### src/rtl/dpr_map.vh
// Constants for the DVI pixel output router
`ifndef DPR_MAP_VH
`define DPR_MAP_VH
`define DPR_PIX_W 24
`define DPR_LANE_W 8
`define DPR_BLUE_LO 0
`define DPR_GREEN_LO 8
`define DPR_RED_LO 16
`define DPR_FIFO_DEPTH 8
`define DPR_FIFO_AW 3
// FIFO word: de, hsync, vsync, aux1..3, red, green, blue
`define DPR_WORD_W 30
`define DPR_W_DE 29
`define DPR_W_HS 28
`define DPR_W_VS 27
`define DPR_W_A1 26
`define DPR_W_A2 25
`define DPR_W_A3 24
`define DPR_DIV_HALF 2
`endif

### src/rtl/dpr_fifo.v
// Parameterised FIFO with valid/ready on both sides and registered read data
`timescale 1ns/10ps
module dpr_fifo #(
  parameter WIDTH = 30,
  parameter DEPTH = 8,
  parameter AW = 3
) (
  input wire clk,
  input wire rstn,
  input wire inValid,
  output wire inReady,
  input wire [WIDTH-1:0] inData,
  output reg outValid_ff,
  input wire outReady,
  output reg [WIDTH-1:0] outData_ff
);
  reg [WIDTH-1:0] mem [0:DEPTH-1];
  reg [AW-1:0] wrPtr_ff;
  reg [AW-1:0] rdPtr_ff;
  reg [AW:0] count_ff;
  wire doWr;
  wire doRd;
  wire needOut;

  // ----------------------------------------
  // Flags and handshakes
  // ----------------------------------------
  assign inReady = (count_ff != DEPTH[AW:0]);
  assign needOut = !outValid_ff || outReady;
  assign doRd = needOut && (count_ff != {(AW+1){1'b0}});
  assign doWr = inValid && inReady;

  // Storage array, no reset needed on data
  always @(posedge clk) begin
    if (doWr) begin
      mem[wrPtr_ff] <= inData;
    end
  end

  // Pointers, count and output register
  always @(posedge clk or negedge rstn) begin
    if (!rstn) begin
      wrPtr_ff <= {AW{1'b0}};
      rdPtr_ff <= {AW{1'b0}};
      count_ff <= {(AW+1){1'b0}};
      outValid_ff <= 1'b0;
      outData_ff <= {WIDTH{1'b0}};
    end else begin
      if (doWr) begin
        wrPtr_ff <= (wrPtr_ff == DEPTH[AW-1:0] - 1'b1) ?
          {AW{1'b0}} : wrPtr_ff + 1'b1;
      end
      if (doRd) begin
        rdPtr_ff <= (rdPtr_ff == DEPTH[AW-1:0] - 1'b1) ?
          {AW{1'b0}} : rdPtr_ff + 1'b1;
        outData_ff <= mem[rdPtr_ff];
      end
      if (needOut) begin
        outValid_ff <= doRd;
      end
      count_ff <= count_ff + {{AW{1'b0}}, doWr} - {{AW{1'b0}}, doRd};
    end
  end
endmodule // dpr_fifo

### src/rtl/dpr_router.v
// DVI pixel output router: decoded link words to even/odd pixel buses
`timescale 1ns/10ps
`include "dpr_map.vh"
// ----------------------------------------
// Operation overview
// ----------------------------------------
// Every link input is asynchronous to sys_clk, so the reference clock
// and all channel words pass two flip-flops first. A third flop on the
// reference clock finds its rising edge; at that edge the synchronised
// word is taken. Data lines settle a cycle before the clock rises, so
// the two-flop data copy is steady when the edge is seen.
// The captured word is split by data enable: pixel lanes in active
// display, sync and aux bits in blanking. Unused lanes go to zero so a
// blanking word never leaks stale colour onto the buses.
// An eight-word buffer decouples link rate from output tick rate. When
// full, link words are lost; linkReady goes low a cycle later to show
// it, since it is a flopped copy of the buffer's own ready.
// The output clock is sys_clk/4 from a free-running divider. All bus
// and control outputs change on the sys_clk edge where it falls, so a
// panel latching on its rise sees values a half period old.
// Two-pixel mode pairs words: the first active word of a line is even
// and waits in evenHold_ff; the next active word completes the pair.
// An empty buffer at a tick shows DE low but keeps a held even pixel,
// so a slow link does not tear pairs apart.
// A blanking word drops any unpaired even pixel and restarts pairing.
// Limitation: the width select is sampled only at output ticks, so a
// change mid-pair takes effect on the following pixel.
module dpr_router #(
  parameter PIX_W = `DPR_PIX_W,
  parameter DEPTH = `DPR_FIFO_DEPTH
) (
  input wire sys_clk,
  input wire rstn,
  input wire linkRefClk,
  input wire linkDe,
  input wire [7:0] linkChannelBlue,
  input wire [7:0] linkChannelGreen,
  input wire [7:0] linkChannelRed,
  input wire [1:0] linkCtlBlue,
  input wire [1:0] linkCtlGreen,
  input wire [1:0] linkCtlRed,
  input wire pixelWidthSelect,
  output wire linkReady,
  output reg outputDataClock_ff,
  output reg [PIX_W-1:0] evenPixelBus_ff,
  output reg [PIX_W-1:0] oddPixelBus_ff,
  output reg dataEnable_ff,
  output reg hsync_ff,
  output reg vsync_ff,
  output reg auxControlOne_ff,
  output reg auxControlTwo_ff,
  output reg auxControlThree_ff
);
  // ----------------------------------------
  // Input synchronisers
  // ----------------------------------------
  reg clkS1_ff, clkS2_ff, clkS3_ff;
  reg deS1_ff, deS2_ff;
  reg [7:0] bS1_ff, bS2_ff, gS1_ff, gS2_ff, rS1_ff, rS2_ff;
  reg [1:0] cbS1_ff, cbS2_ff, cgS1_ff, cgS2_ff, crS1_ff, crS2_ff;
  reg pixS1_ff, pixS2_ff;
  wire refRise;

  // Two stages on every off-domain input, link clock included
  always @(posedge sys_clk or negedge rstn) begin
    if (!rstn) begin
      clkS1_ff <= 1'b0;
      clkS2_ff <= 1'b0;
      clkS3_ff <= 1'b0;
      deS1_ff <= 1'b0;
      deS2_ff <= 1'b0;
      bS1_ff <= 8'h00;
      bS2_ff <= 8'h00;
      gS1_ff <= 8'h00;
      gS2_ff <= 8'h00;
      rS1_ff <= 8'h00;
      rS2_ff <= 8'h00;
      cbS1_ff <= 2'h0;
      cbS2_ff <= 2'h0;
      cgS1_ff <= 2'h0;
      cgS2_ff <= 2'h0;
      crS1_ff <= 2'h0;
      crS2_ff <= 2'h0;
      pixS1_ff <= 1'b0;
      pixS2_ff <= 1'b0;
    end else begin
      clkS1_ff <= linkRefClk;
      clkS2_ff <= clkS1_ff;
      clkS3_ff <= clkS2_ff;
      deS1_ff <= linkDe;
      deS2_ff <= deS1_ff;
      bS1_ff <= linkChannelBlue;
      bS2_ff <= bS1_ff;
      gS1_ff <= linkChannelGreen;
      gS2_ff <= gS1_ff;
      rS1_ff <= linkChannelRed;
      rS2_ff <= rS1_ff;
      cbS1_ff <= linkCtlBlue;
      cbS2_ff <= cbS1_ff;
      cgS1_ff <= linkCtlGreen;
      cgS2_ff <= cgS1_ff;
      crS1_ff <= linkCtlRed;
      crS2_ff <= crS1_ff;
      pixS1_ff <= pixelWidthSelect;
      pixS2_ff <= pixS1_ff;
    end
  end

  // Capture on a rising reference edge seen in the system domain
  assign refRise = clkS2_ff && !clkS3_ff;

  // ----------------------------------------
  // Channel decode into FIFO words
  // ----------------------------------------
  wire [`DPR_WORD_W-1:0] capWord;
  wire fifoValid;
  wire fifoInReady;
  reg linkReady_ff;

  // Colour lane passes only in active display
  function [7:0] gateLane;
    input keep;
    input [7:0] lane;
    begin
      gateLane = keep ? lane : 8'h00;
    end
  endfunction

  // Control bit passes only in blanking
  function gateCtl;
    input de;
    input bit0;
    begin
      gateCtl = de ? 1'b0 : bit0;
    end
  endfunction
  wire [`DPR_WORD_W-1:0] fifoWord;
  reg popReq;

  // Data enable picks pixel lanes or control bits
  assign capWord = {deS2_ff,
                    gateCtl(deS2_ff, cbS2_ff[0]),
                    gateCtl(deS2_ff, cbS2_ff[1]),
                    gateCtl(deS2_ff, cgS2_ff[0]),
                    gateCtl(deS2_ff, crS2_ff[0]),
                    gateCtl(deS2_ff, crS2_ff[1]),
                    gateLane(deS2_ff, rS2_ff),
                    gateLane(deS2_ff, gS2_ff),
                    gateLane(deS2_ff, bS2_ff)};

  // Eight-word buffer absorbs link/output rate mismatch;
  // a full buffer drops link words, flagged by linkReady low
  dpr_fifo #(
    .WIDTH(`DPR_WORD_W),
    .DEPTH(DEPTH),
    .AW(`DPR_FIFO_AW)
  ) uFifo (
    .clk(sys_clk),
    .rstn(rstn),
    .inValid(refRise),
    .inReady(fifoInReady),
    .inData(capWord),
    .outValid_ff(fifoValid),
    .outReady(popReq),
    .outData_ff(fifoWord)
  );

  // Ready status from a flop; one cycle late, status only
  always @(posedge sys_clk or negedge rstn) begin
    if (!rstn) begin
      linkReady_ff <= 1'b1;
    end else begin
      linkReady_ff <= fifoInReady;
    end
  end
  assign linkReady = linkReady_ff;

  // ----------------------------------------
  // Output clock divider and pixel assembly
  // ----------------------------------------
  localparam ST_EVEN = 1'b0;
  localparam ST_ODD = 1'b1;
  reg [1:0] divCnt_ff;
  reg state_ff;
  reg [PIX_W-1:0] evenHold_ff;
  reg twoMode_ff;
  wire odckFall;
  wire [PIX_W-1:0] fifoPix;

  assign fifoPix = fifoWord[PIX_W-1:0];
  // Outputs update where the output clock falls, so rising edge latches
  assign odckFall = outputDataClock_ff &&
    (divCnt_ff == `DPR_DIV_HALF - 1);

  // Pop one word per output tick; two when an active even word is grabbed early in two-pixel mode
  always @* begin
    popReq = 1'b0;
    if (odckFall) begin
      popReq = 1'b1;
    end else if (twoMode_ff && state_ff == ST_EVEN &&
      divCnt_ff == 2'h0 && fifoValid && fifoWord[`DPR_W_DE]) begin
      popReq = 1'b1;
    end
  end

  // Output clock divider, free running
  always @(posedge sys_clk or negedge rstn) begin
    if (!rstn) begin
      divCnt_ff <= 2'h0;
      outputDataClock_ff <= 1'b0;
    end else if (divCnt_ff == `DPR_DIV_HALF - 1) begin
      divCnt_ff <= 2'h0;
      outputDataClock_ff <= !outputDataClock_ff;
    end else begin
      divCnt_ff <= divCnt_ff + 2'h1;
    end
  end

  // Pixel pairing and bus drive on the output clock tick; the early even grab in two-pixel mode comes before it
  always @(posedge sys_clk or negedge rstn) begin
    if (!rstn) begin
      state_ff <= ST_EVEN;
      evenHold_ff <= {PIX_W{1'b0}};
      twoMode_ff <= 1'b0;
      evenPixelBus_ff <= {PIX_W{1'b0}};
      oddPixelBus_ff <= {PIX_W{1'b0}};
      dataEnable_ff <= 1'b0;
      hsync_ff <= 1'b0;
      vsync_ff <= 1'b0;
      auxControlOne_ff <= 1'b0;
      auxControlTwo_ff <= 1'b0;
      auxControlThree_ff <= 1'b0;
    end else begin
      // Grab the even half early in two-pixel mode
      if (popReq && !odckFall) begin
        evenHold_ff <= fifoPix;
        state_ff <= ST_ODD;
      end
      if (odckFall) begin
        // Mode only changes at ticks to avoid torn pairs
        twoMode_ff <= pixS2_ff;
        if (fifoValid && !fifoWord[`DPR_W_DE]) begin
          // Blanking: control outputs, buses low
          state_ff <= ST_EVEN; // Next line restarts at pixel 0
          dataEnable_ff <= 1'b0;
          hsync_ff <= fifoWord[`DPR_W_HS];
          vsync_ff <= fifoWord[`DPR_W_VS];
          auxControlOne_ff <= fifoWord[`DPR_W_A1];
          auxControlTwo_ff <= fifoWord[`DPR_W_A2];
          auxControlThree_ff <= fifoWord[`DPR_W_A3];
          evenPixelBus_ff <= {PIX_W{1'b0}};
          oddPixelBus_ff <= {PIX_W{1'b0}};
        end else if (fifoValid) begin
          dataEnable_ff <= 1'b1;
          case (state_ff)
            ST_ODD: begin
              // Even pixel to even bus, odd pixel to odd bus
              evenPixelBus_ff <= evenHold_ff;
              oddPixelBus_ff <= fifoPix;
              state_ff <= ST_EVEN;
            end
            ST_EVEN: begin
              if (twoMode_ff) begin
                // Even half waits for its odd partner
                evenHold_ff <= fifoPix;
                state_ff <= ST_ODD;
                dataEnable_ff <= 1'b0;
                evenPixelBus_ff <= {PIX_W{1'b0}};
                oddPixelBus_ff <= {PIX_W{1'b0}};
              end else begin
                // Sequential pixels on even bus, odd bus low
                evenPixelBus_ff <= fifoPix;
                oddPixelBus_ff <= {PIX_W{1'b0}};
              end
            end
            default: begin
              state_ff <= ST_EVEN;
            end
          endcase
        end else begin
          // Underflow: drop DE, keep controls and any held even pixel
          dataEnable_ff <= 1'b0;
          evenPixelBus_ff <= {PIX_W{1'b0}};
          oddPixelBus_ff <= {PIX_W{1'b0}};
        end
      end
    end
  end
endmodule // dpr_router

### config.mk
export PLATFORM = sky130hd
export DESIGN_NAME = dpr_router
export DESIGN_NICKNAME = d
export VERILOG_FILES = /design/src/rtl/dpr_fifo.v /design/src/rtl/dpr_router.v
export VERILOG_INCLUDE_DIRS = /design/src /design/src/rtl
export SDC_FILE = /design/constraint.sdc
export NUM_CORES = 1
export LEC_CHECK = 0
export ABC_CLOCK_PERIOD_IN_PS = 11600
export BUFFER_PORTS_ARGS = -buffer_cell sky130_fd_sc_hd__buf_2
export CAP_MARGIN = 10
export CORE_ASPECT_RATIO = 1.5
export CORE_MARGIN = 4
export CORE_UTILIZATION = 55
export DETAILED_ROUTE_END_ITERATION = 8
export HOLD_SLACK_MARGIN = 0.03
export PLACE_DENSITY = 0.73
export SLEW_MARGIN = 25
export SYNTH_ARGS = -nofsm -noshare
export SYNTH_HDL_FRONTEND = slang
export SYNTH_SLANG_ARGS = --single-unit
### constraint.sdc
create_clock -name sys_clk -period 11.6 [get_ports sys_clk]
set_clock_uncertainty 0.2 [all_clocks]
set_input_delay 2.9 -clock sys_clk [delete_from_list [all_inputs] [get_ports sys_clk]]
set_output_delay 2.9 -clock sys_clk [all_outputs]
set_load 0.05 [all_outputs]
# Word-level counts from Yosys, hierarchy flattened

Memory sizes are Yosys's and may differ from the RTL's. A register that Yosys moved wholly into a read port is not among the register bits.
Index checks and enable logic that the tools add are counted.

Add/sub/neg operators: 5
Multipliers: 0
Divide/modulo/power cells: 0
Magnitude comparators: 0
Equal/unequal tests: 4
Shift operators: 0
Muxes and demuxes: 38
Bitwise operators: 1
Reductions and logical operators: 20

Operator list:

| kind                                                            | count |
|---|---|
| 24-bit two-way mux                                              | 11 |
| 24-bit one-hot mux with 2 select lines                          | 2 |
| 8-bit two-way mux                                               | 3 |
| 1-bit two-way mux                                               | 18 |
| 1-bit logical AND                                               | 10 |
| 3-bit by 1-bit adder with 3-bit output, second input constant   | 2 |
| 3-bit == test, second input constant                            | 2 |
| 1-bit zero test                                                 | 6 |
| 3-bit two-way mux                                               | 2 |
| 4-bit by 1-bit adder with 4-bit output                          | 1 |
| 4-bit != test, second input constant                            | 1 |
| 4-bit nonzero test                                              | 1 |
| 4-bit by 1-bit subtractor with 4-bit output                     | 1 |
| 2-bit by 1-bit adder with 2-bit output, second input constant   | 1 |
| 2-bit by 1-bit == test with 1-bit output, second input constant | 1 |
| 2-bit zero test                                                 | 1 |
| 2-bit two-way mux                                               | 1 |
| 1-bit one-hot mux with 2 select lines                           | 1 |
| 2-bit AND reduction                                             | 1 |
| 1-bit logical OR                                                | 1 |
| 1-bit NOT                                                       | 1 |

Register bits after elaboration: 160
Bits in latches: 0
Memory bits (writable): 240
Bits in read-only memories: 0
Input port bits: 35
Output and inout bits: 56
Logic and storage cells: 106
Memories kept: 1

Memory list:

| name      | depth | width | rd ports | clocked after Yosys merged registers in | write ports | line          | RTL |
|---|---|---|---|---|---|---|---|
| uFifo.mem | 8     | 30    | 1        | 1                                       | 1           | dpr_fifo.v:17 | `reg [WIDTH-1:0] mem [0:DEPTH-1];` |

# Longest topological paths before layout

Gate-level depths: netlist of run 1.

Depth in word-level cells: 14
Mapped depth: 11
Depth with buffers taken out: 11

# By module

Synthesis of run 1 repeated with hierarchy kept, for this count alone.

Cell total of the unflattened synthesis: 958
Area total of the unflattened synthesis: 16243.1 um^2

By module, submodules not included:

| module     | times used | cells each | area each (um^2) | seq. area each (um^2) |
|---|---|---|---|---|
| dpr_fifo   | 1          | 611        | 11110.7          | 8232.9 |
| dpr_router | 1          | 347        | 5132.4           | 3729.8 |

# Worst setup path after synthesis of run 1

Ideal clock, no wire load.

Path kind: flip-flop to flip-flop
Start: register uFifo.count_ff[2]
End: memory uFifo.mem[0][0] (enable)
Setup time: 0.455 ns
Data arrival time: 3.173 ns
Required time: 10.945 ns
Path slack: 7.772 ns
Cell stages (with the launch flop): 8
Path buffers: 0
Period minus slack after synthesis: 3.828 ns
Path through: dfrtp_1 -> inv_1 -> ha_1 -> or3b_2 -> nand3b_1 -> inv_1 -> nand2b_1 -> nor3_1

Word-level cells in the longest chain between the ends: 4

RTL lines:

| item                                    | line             | RTL |
|---|---|---|
| start, declared                         | dpr_fifo.v:20    | `reg [AW:0] count_ff;` |
| start signal, assigned                  | dpr_fifo.v:45    | `count_ff <= {(AW+1){1'b0}};` |
| start signal, assigned                  | dpr_fifo.v:61    | `count_ff <= count_ff + {{AW{1'b0}}, doWr} - {{AW{1'b0}}, doRd};` |
| 4-bit != test                           | dpr_fifo.v:28    | `assign inReady = (count_ff != DEPTH[AW:0]);` |
| via fifoInReady                         | dpr_router.v:117 | `wire fifoInReady;` |
| 1-bit logical AND                       | dpr_fifo.v:31    | `assign doWr = inValid && inReady;` |
| via uFifo.doWr                          | dpr_fifo.v:21    | `wire doWr;` |
| 1-bit two-way mux                       | dpr_fifo.v:35    | `if (doWr) begin` |
| 1-bit two-way mux (not written as such) | dpr_fifo.v:36    | `mem[wrPtr_ff] <= inData;` |
| end, declared                           | dpr_fifo.v:17    |  |

The timed path passes the listed nets, and every way through them passes these cells.

==> run_results.csv, run 1 <==
group,metric,value,unit
run_status,status,"finished, final reports clean",
timing,post-route-period-util,38.8,%
synthesis,syn-cell-area,0.0157,mm^2
grt,groute.usage.overall,17.7,%
min_path,hold_path_class,"flop to flop",
synthesis,synthAdderAreaFrac,0.922,%
finish,fin_nets,982,
worst_setup_path,slowest_stage,"buf_4",
finish,drive_gt1_share,28.2,%
worst_setup_path,regToRegEndpoint,"uFifo.count_ff[2]",
pwr,p_leak,7.07,nW
worst_setup_path,path_cells,"clkbuf_8 > buf_4 > buf_4",
clocking,cts_tree,"yes",
finish,area_delta_synth_final,13.4,%
synthesis,postSynthCellCount,834,
min_path,worstHoldStart,"bS1_ff[6]",
routing,num_vias,7533,
synthesis,synth.top_cells.by_area,"edfxtp_1, dfrtp_1, mux4_2",
pwr,internal-power,0.00304,W
grt,antenna_found_initial,0,
worst_setup_path,crit_top_cell,"buf_4",
timing,slew_headroom,38.9,%
pwr,p_per_area,247,mW/mm^2
synthesis,ys_types,36,
synthesis,synth_fp_nets,880,
die,core-area,0.0282,mm^2
timing,hold_violations,0,
routing,drt_wl_total,27000,um
synthesis,syn_area_per_cell,18.9,um^2
die,ios,91,
clocking,clkSinkCount,430,
worst_setup_path,crit_arrival,4.87,ns
synthesis,synth.most_common_cell,"edfxtp_1",
timing,max_freq,0.222,GHz
synthesis,synth-warning-count,0,
timing,setup_viol,0,
synthesis,synth_top_area_share,45.8,%
routing,drcViolationCount,0,
pwr,max-vdd-ir-drop,0.167,mV
synthesis,yosysTopAreaCell,"edfxtp_1",
routing,drtAntennaViolNets,0,
worst_setup_path,critPathMaxFanout,68,
place,routabilityCongestion,0.712,
grt,grt_pass1_wl,43800,um
timing,rsz0062_at_grt,"no",
place,port_buffers,89,
pwr,clkPwrFrac,27.8,%
pwr,combinationalPowerShare,24.5,%
clocking,ctsResizeCount,0,
routing,dr.first_iter.drc_count,471,
finish,post-route-util,63.4,%
die,num_rows,75,
clocking,cts_root_buf,"clkbuf_16",
worst_setup_path,critPathCaptureType,"async pin",
synthesis,synthSimpleGateAreaFrac,2.57,%
worst_setup_path,r2r_slack,8.21,ns
pwr,switching_power,0.00136,W
synthesis,synth_top_family_by_area,"multiplexers",
grt,grt_max_degree,69,
synthesis,synth_mux_area_share,12.9,%
pwr,swShare,30.9,%
grt,grt_pass1_vias,7882,
timing,worst_pin_slew,0.916,ns
worst_setup_path,cp-startpoint,"rstn",
worst_setup_path,crit_end,"oddPixelBus_ff[5]",
worst_setup_path,slowest_delay,0.74,ns
worst_setup_path,crit_required,11.97,ns
synthesis,synth_xor_area_share,0.167,%
clocking,numCtsBuffers,39,
worst_setup_path,rr_worst_depth,10,
clocking,clockBufferDepth,3,
clocking,post_cts_buffers,0,
clocking,htreeDepth,2,
pwr,seqPwrFrac,47.7,%
synthesis,ys_seq_area_share,76.0,%
worst_setup_path,regToRegStartpoint,"state_ff",
synthesis,synth-edff-count,240,
synthesis,synth_compound_area_share,5.32,%
flow_run,drv_cap,0,
synthesis,synth-seq-cells,430,
worst_setup_path,cp-start-kind,"input pin",
worst_setup_path,worstSetupPathType,"input pin to async pin",
clocking,clk_pin_slew,0.06,ns
timing,period_needed,4.50,ns
grt,overflow,0,
clocking,cts_hold_buffers,0,
die,initial_utilization,55.9,%
synthesis,async_reset_ff_share,44.2,%
place,dp_hpwl,15100,um
die,dieArea,0.0315,mm^2
routing,vias_per_cell,5.75,
synthesis,synth_common_cells,"edfxtp_1, dfrtp_1, mux4_2",
clocking,worstSkewPairLatency,0.52,ns
routing,wl_per_cell,20.6,um
die,die_w,146,um
routing,first_pass_iters,5,
synthesis,synth_flop_cell,"edfxtp_1",
die,die_y,215,um
timing,setup-tns-final,0,ns
timing,drv_slew,0,
finish,diodes,0,
## kinds of logic (layout without fill, tap and decap cells)
logic type | count (synthesis) | count (layout)
AOI/OAI and AO/OA | 113 | 113
xor gates and xnor gates | 3 | 3
adders and majority gates | 11 | 11
buffers and inverters | 82 | 213
DFF | 430 | 430
muxes | 124 | 124
and+or+nand+nor | 71 | 71
## area by class of cell
class                   instances  area, um^2
well taps                     346         433
repair buffers                108         601
flip-flops and latches        430       12000
clock buffers                  59        1150
inverters                      35         131
multi-input cells             322        3490
fillers                      1934       10300
clock inverters                11        87.6
## worst min-delay path by stage
stage / to / slack (ns) / cells after the start
2_1_floorplan: bS2_ff[0] / 0.13 / 0
3_3_place_gp: crS2_ff[1] / 0.13 / 0
3_5_place_dp: bS2_ff[2] / 0.13 / 0
4_1_cts: bS2_ff[3] / 0.15 / 0
5_1_grt: bS2_ff[2] / 0.15 / 0
6_report: bS2_ff[6] / 0.14 / 0
## metal layers
metal  part of all wire, %  wire length (um)  vias up  global-route usage, %
met5                     0                 0        -                      0
met4                   1.9               523        0                   5.21
met3                   5.0              1360       36                   2.95
met2                    51             13700      190                   29.8
met1                    42             11300     3873                   24.0
li1                      -                 -     3434                      -
## sequential cells by signal, summed over array words and instances (netlist names), 2 cells and up
signal,count
uFifo.mem,240
uFifo.outData_ff,30
evenHold_ff,24
evenPixelBus_ff,24
oddPixelBus_ff,24
bS1_ff,8
bS2_ff,8
gS1_ff,8
gS2_ff,8
rS1_ff,8
rS2_ff,8
uFifo.count_ff,4
uFifo.rdPtr_ff,3
uFifo.wrPtr_ff,3
cbS1_ff,2
cbS2_ff,2
crS1_ff,2
crS2_ff,2
divCnt_ff,2
## stage by stage
| stage | std cells | total power [W] | setup slack [ns] | hold slack [ns] | cell area (um^2) |
|---|---|---|---|---|---|
| 2_1_floorplan | 834 | 0.00293 | 7.77 | 0.131 | 15700 |
| 3_3_place_gp | 1240 | 0.00319 | 6.45 | 0.132 | 16600 |
| 3_5_place_dp | 1241 | 0.00323 | 6.39 | 0.135 | 16600 |
| 4_1_cts | 1311 | 0.00446 | 6.96 | 0.148 | 17900 |
| 5_1_grt | 1311 | 0.00464 | 6.71 | 0.151 | 17900 |
| 6_report | 1311 | 0.00441 | 7.10 | 0.142 | 17900 |
## placed cells by master, fill, tap and decap left out, types with 29 or more instances in the layout
cell and count:
a31oi_1 29, buf_2 88, mux2i_1 31, mux4_2 60, inv_1 35, clkbuf_16 40
mux2_2 29, dfrtp_1 187, edfxtp_1 240, a21oi_1 31
## power by group through the flow
stage	Combinational (W)	Sequential [W]	Clock, W
6_report	0.00108	0.00210	0.00122
2_1_floorplan	0.000666	0.00226	0
3_3_place_gp	0.00107	0.00212	0
5_1_grt	0.00117	0.00214	0.00132
3_5_place_dp	0.00109	0.00213	0
4_1_cts	0.00110	0.00210	0.00125
## critical path, delay by kind of cell
family	cells	cell delay, ns
buf+inv	3	1.86
Note: power is estimated with default switching activity, not from simulation.
==> run 2, diff against run 1 <==
--- a/config.mk
+++ b/config.mk
@@ -6,7 +6,7 @@
 export SDC_FILE = /design/constraint.sdc
 export NUM_CORES = 1
 export LEC_CHECK = 0
-export ABC_CLOCK_PERIOD_IN_PS = 11600
+export ABC_CLOCK_PERIOD_IN_PS = 4400
 export BUFFER_PORTS_ARGS = -buffer_cell sky130_fd_sc_hd__buf_2
 export CAP_MARGIN = 10
 export CORE_ASPECT_RATIO = 1.5
==> constraint.sdc (replaced) <==
create_clock -name sys_clk -period 4.4 [get_ports sys_clk]
set_clock_uncertainty 0.2 [all_clocks]
set_input_delay 1.1 -clock sys_clk [delete_from_list [all_inputs] [get_ports sys_clk]]
set_output_delay 1.1 -clock sys_clk [all_outputs]
set_load 0.05 [all_outputs]
==> run 2 against run 1 <==
  * Power grew to 2.7 times the previous value
  * Clock-buffer cell count is 10 lower
  * Flip-flop and latch count stayed put
  * Combinational power grew to 2.6 times the previous value
  * Critical path type is now flop to flop
  * Register-to-register slack worse by 6.6 ns
  * Highest routed layer unchanged
  * First-iteration DRC count is 11% higher
==> run_results.csv, run 2 (synthesis gave the netlist of run 1 again) <==
group,metric,value,unit
run_status,status,"finished, final reports clean",
worst_setup_path,slowest_delay,0.48,ns
grt,overflow,0,
worst_setup_path,path_cells,"or3b_1 > o311ai_4 > nand2_1 > inv_1 > ha_1 > inv_1 > ha_1 > fa_1 > xor2_1",
worst_setup_path,rr_worst_depth,9,
timing,hold_violations,0,
die,ios,91,
clocking,worstSkewPairLatency,0.53,ns
worst_setup_path,worstSetupPathType,"flop to flop",
die,die_y,215,um
clocking,cts_tree,"yes",
min_path,hold_path_class,"flop to flop",
grt,groute.usage.overall,17.8,%
finish,drive_gt1_share,28.4,%
clocking,numCtsBuffers,38,
place,dp_hpwl,15400,um
timing,post-route-period-util,62.5,%
worst_setup_path,cp-start-kind,"flop",
place,dpl_cell_area,0.0167,mm^2
worst_setup_path,regToRegStartpoint,"state_ff",
place,dp_cells,1243,
pwr,max-vdd-ir-drop,0.295,mV
worst_setup_path,critPathCaptureType,"flop",
min_path,worstHoldStart,"bS1_ff[5]",
worst_setup_path,r2r_slack,1.65,ns
place,port_buffers,89,
timing,rsz0062_at_grt,"no",
grt,grt_pass1_wl,44400,um
timing,holdWs,0.146,ns
clocking,ctsResizeCount,0,
routing,drtAntennaViolNets,0,
finish,fin_nets,983,
clocking,cts_root_buf,"clkbuf_16",
worst_setup_path,critPathMaxFanout,5,
timing,slew_headroom,39.1,%
die,num_rows,75,
timing,drv_slew,0,
place,routabilityCongestion,0.717,
grt,grt_pass1_vias,8061,
routing,wl_per_cell,20.7,um
finish,final_common_cell,"edfxtp_1",
timing,setup_viol,0,
die,dieArea,0.0315,mm^2
timing,worst_pin_slew,0.913,ns
grt,antenna_found_initial,0,
die,core-area,0.0282,mm^2
finish,fin_area,0.0180,mm^2
pwr,total_power,0.0119,W
flow_run,drv_cap,0,
worst_setup_path,slowest_stage,"or3b_1",
finish,final_cell_mix,"edfxtp_1, dfrtp_1, buf_2",
worst_setup_path,crit_required,4.61,ns
finish,largest-register,"uFifo.mem",
worst_setup_path,crit_family,"adder cells",
finish,diodes,0,
routing,dr.first_iter.drc_count,523,
clocking,post_cts_buffers,0,
pwr,p_per_area,660,mW/mm^2
clocking,cts_hold_buffers,0,
finish,area_delta_synth_final,14.2,%
routing,drcViolationCount,0,
worst_setup_path,crit_arrival,2.95,ns
die,initial_utilization,55.9,%
worst_setup_path,regToRegEndpoint,"uFifo.count_ff[2]",
grt,grt_max_degree,84,
clocking,clk_pin_slew,0.07,ns
finish,final_cells,1312,
finish,largest_register_ffs,240,
timing,setup-tns-final,0,ns
pwr,p_leak,7.11,nW
finish,reg_top3,"uFifo.mem (240), uFifo.outData_ff (30)",
min_path,hold_depth,0,
routing,first_pass_iters,5,
worst_setup_path,worst-path-buf-inv,2,
die,die_w,146,um
clocking,clockBufferDepth,3,
clocking,clkSinkCount,430,
min_path,whs_endpoint,"bS2_ff[5]",
routing,drt_wl_total,27200,um
clocking,htreeDepth,2,
routing,num_vias,7664,
timing,max_freq,0.364,GHz
routing,vias_per_cell,5.84,
timing,period_needed,2.75,ns
-- run 2: metal layers --
layer | track usage, % | vias up | wire [um]
met4 | 5.40 | 0 | 611
met3 | 2.95 | 43 | 1380
li1 | - | 3432 | -
met5 | 0 | - | 0
met1 | 23.7 | 3972 | 11300
met2 | 30.5 | 217 | 14000
-- run 2: worst max path at each step --
stage	startpoint	endpoint	cells after the start
final	state_ff	uFifo.count_ff[2]	9
after floorplan	uFifo.count_ff[2]	uFifo.mem[0][0]	7
after CTS	uFifo.count_ff[2]	uFifo.mem[4][5]	8
after global placement	uFifo.count_ff[2]	uFifo.mem[4][6]	8
after global routing	uFifo.count_ff[2]	uFifo.mem[4][7]	8
after detailed placement	uFifo.count_ff[2]	uFifo.mem[4][4]	8
-- run 2: cell type report --
| type | instances | area, um^2 |
|---|---|---|
| fill | 1899 | 10200 |
| multi-input combinational | 322 | 3490 |
| inverter | 35 | 131 |
| clock inverter | 20 | 267 |
| clock buffer | 49 | 1060 |
| sequential | 430 | 12000 |
| timing repair buffer | 110 | 641 |
| tap | 346 | 433 |
-- run 2: where the power goes --
part,switching (W),internal (W)
logic,0.00162,0.00123
registers,0.000617,0.00495
clock network,0.00140,0.00206
-- run 2: per-stage QoR --
stage | utilization, % | setup WS (ns)
6_report | 63.9 | 1.65
5_1_grt | 63.9 | 1.49
4_1_cts | 63.9 | 1.63
3_5_place_dp | 59.2 | 1.64
3_3_place_gp | 59.2 | 1.65
2_1_floorplan | - | 0.572
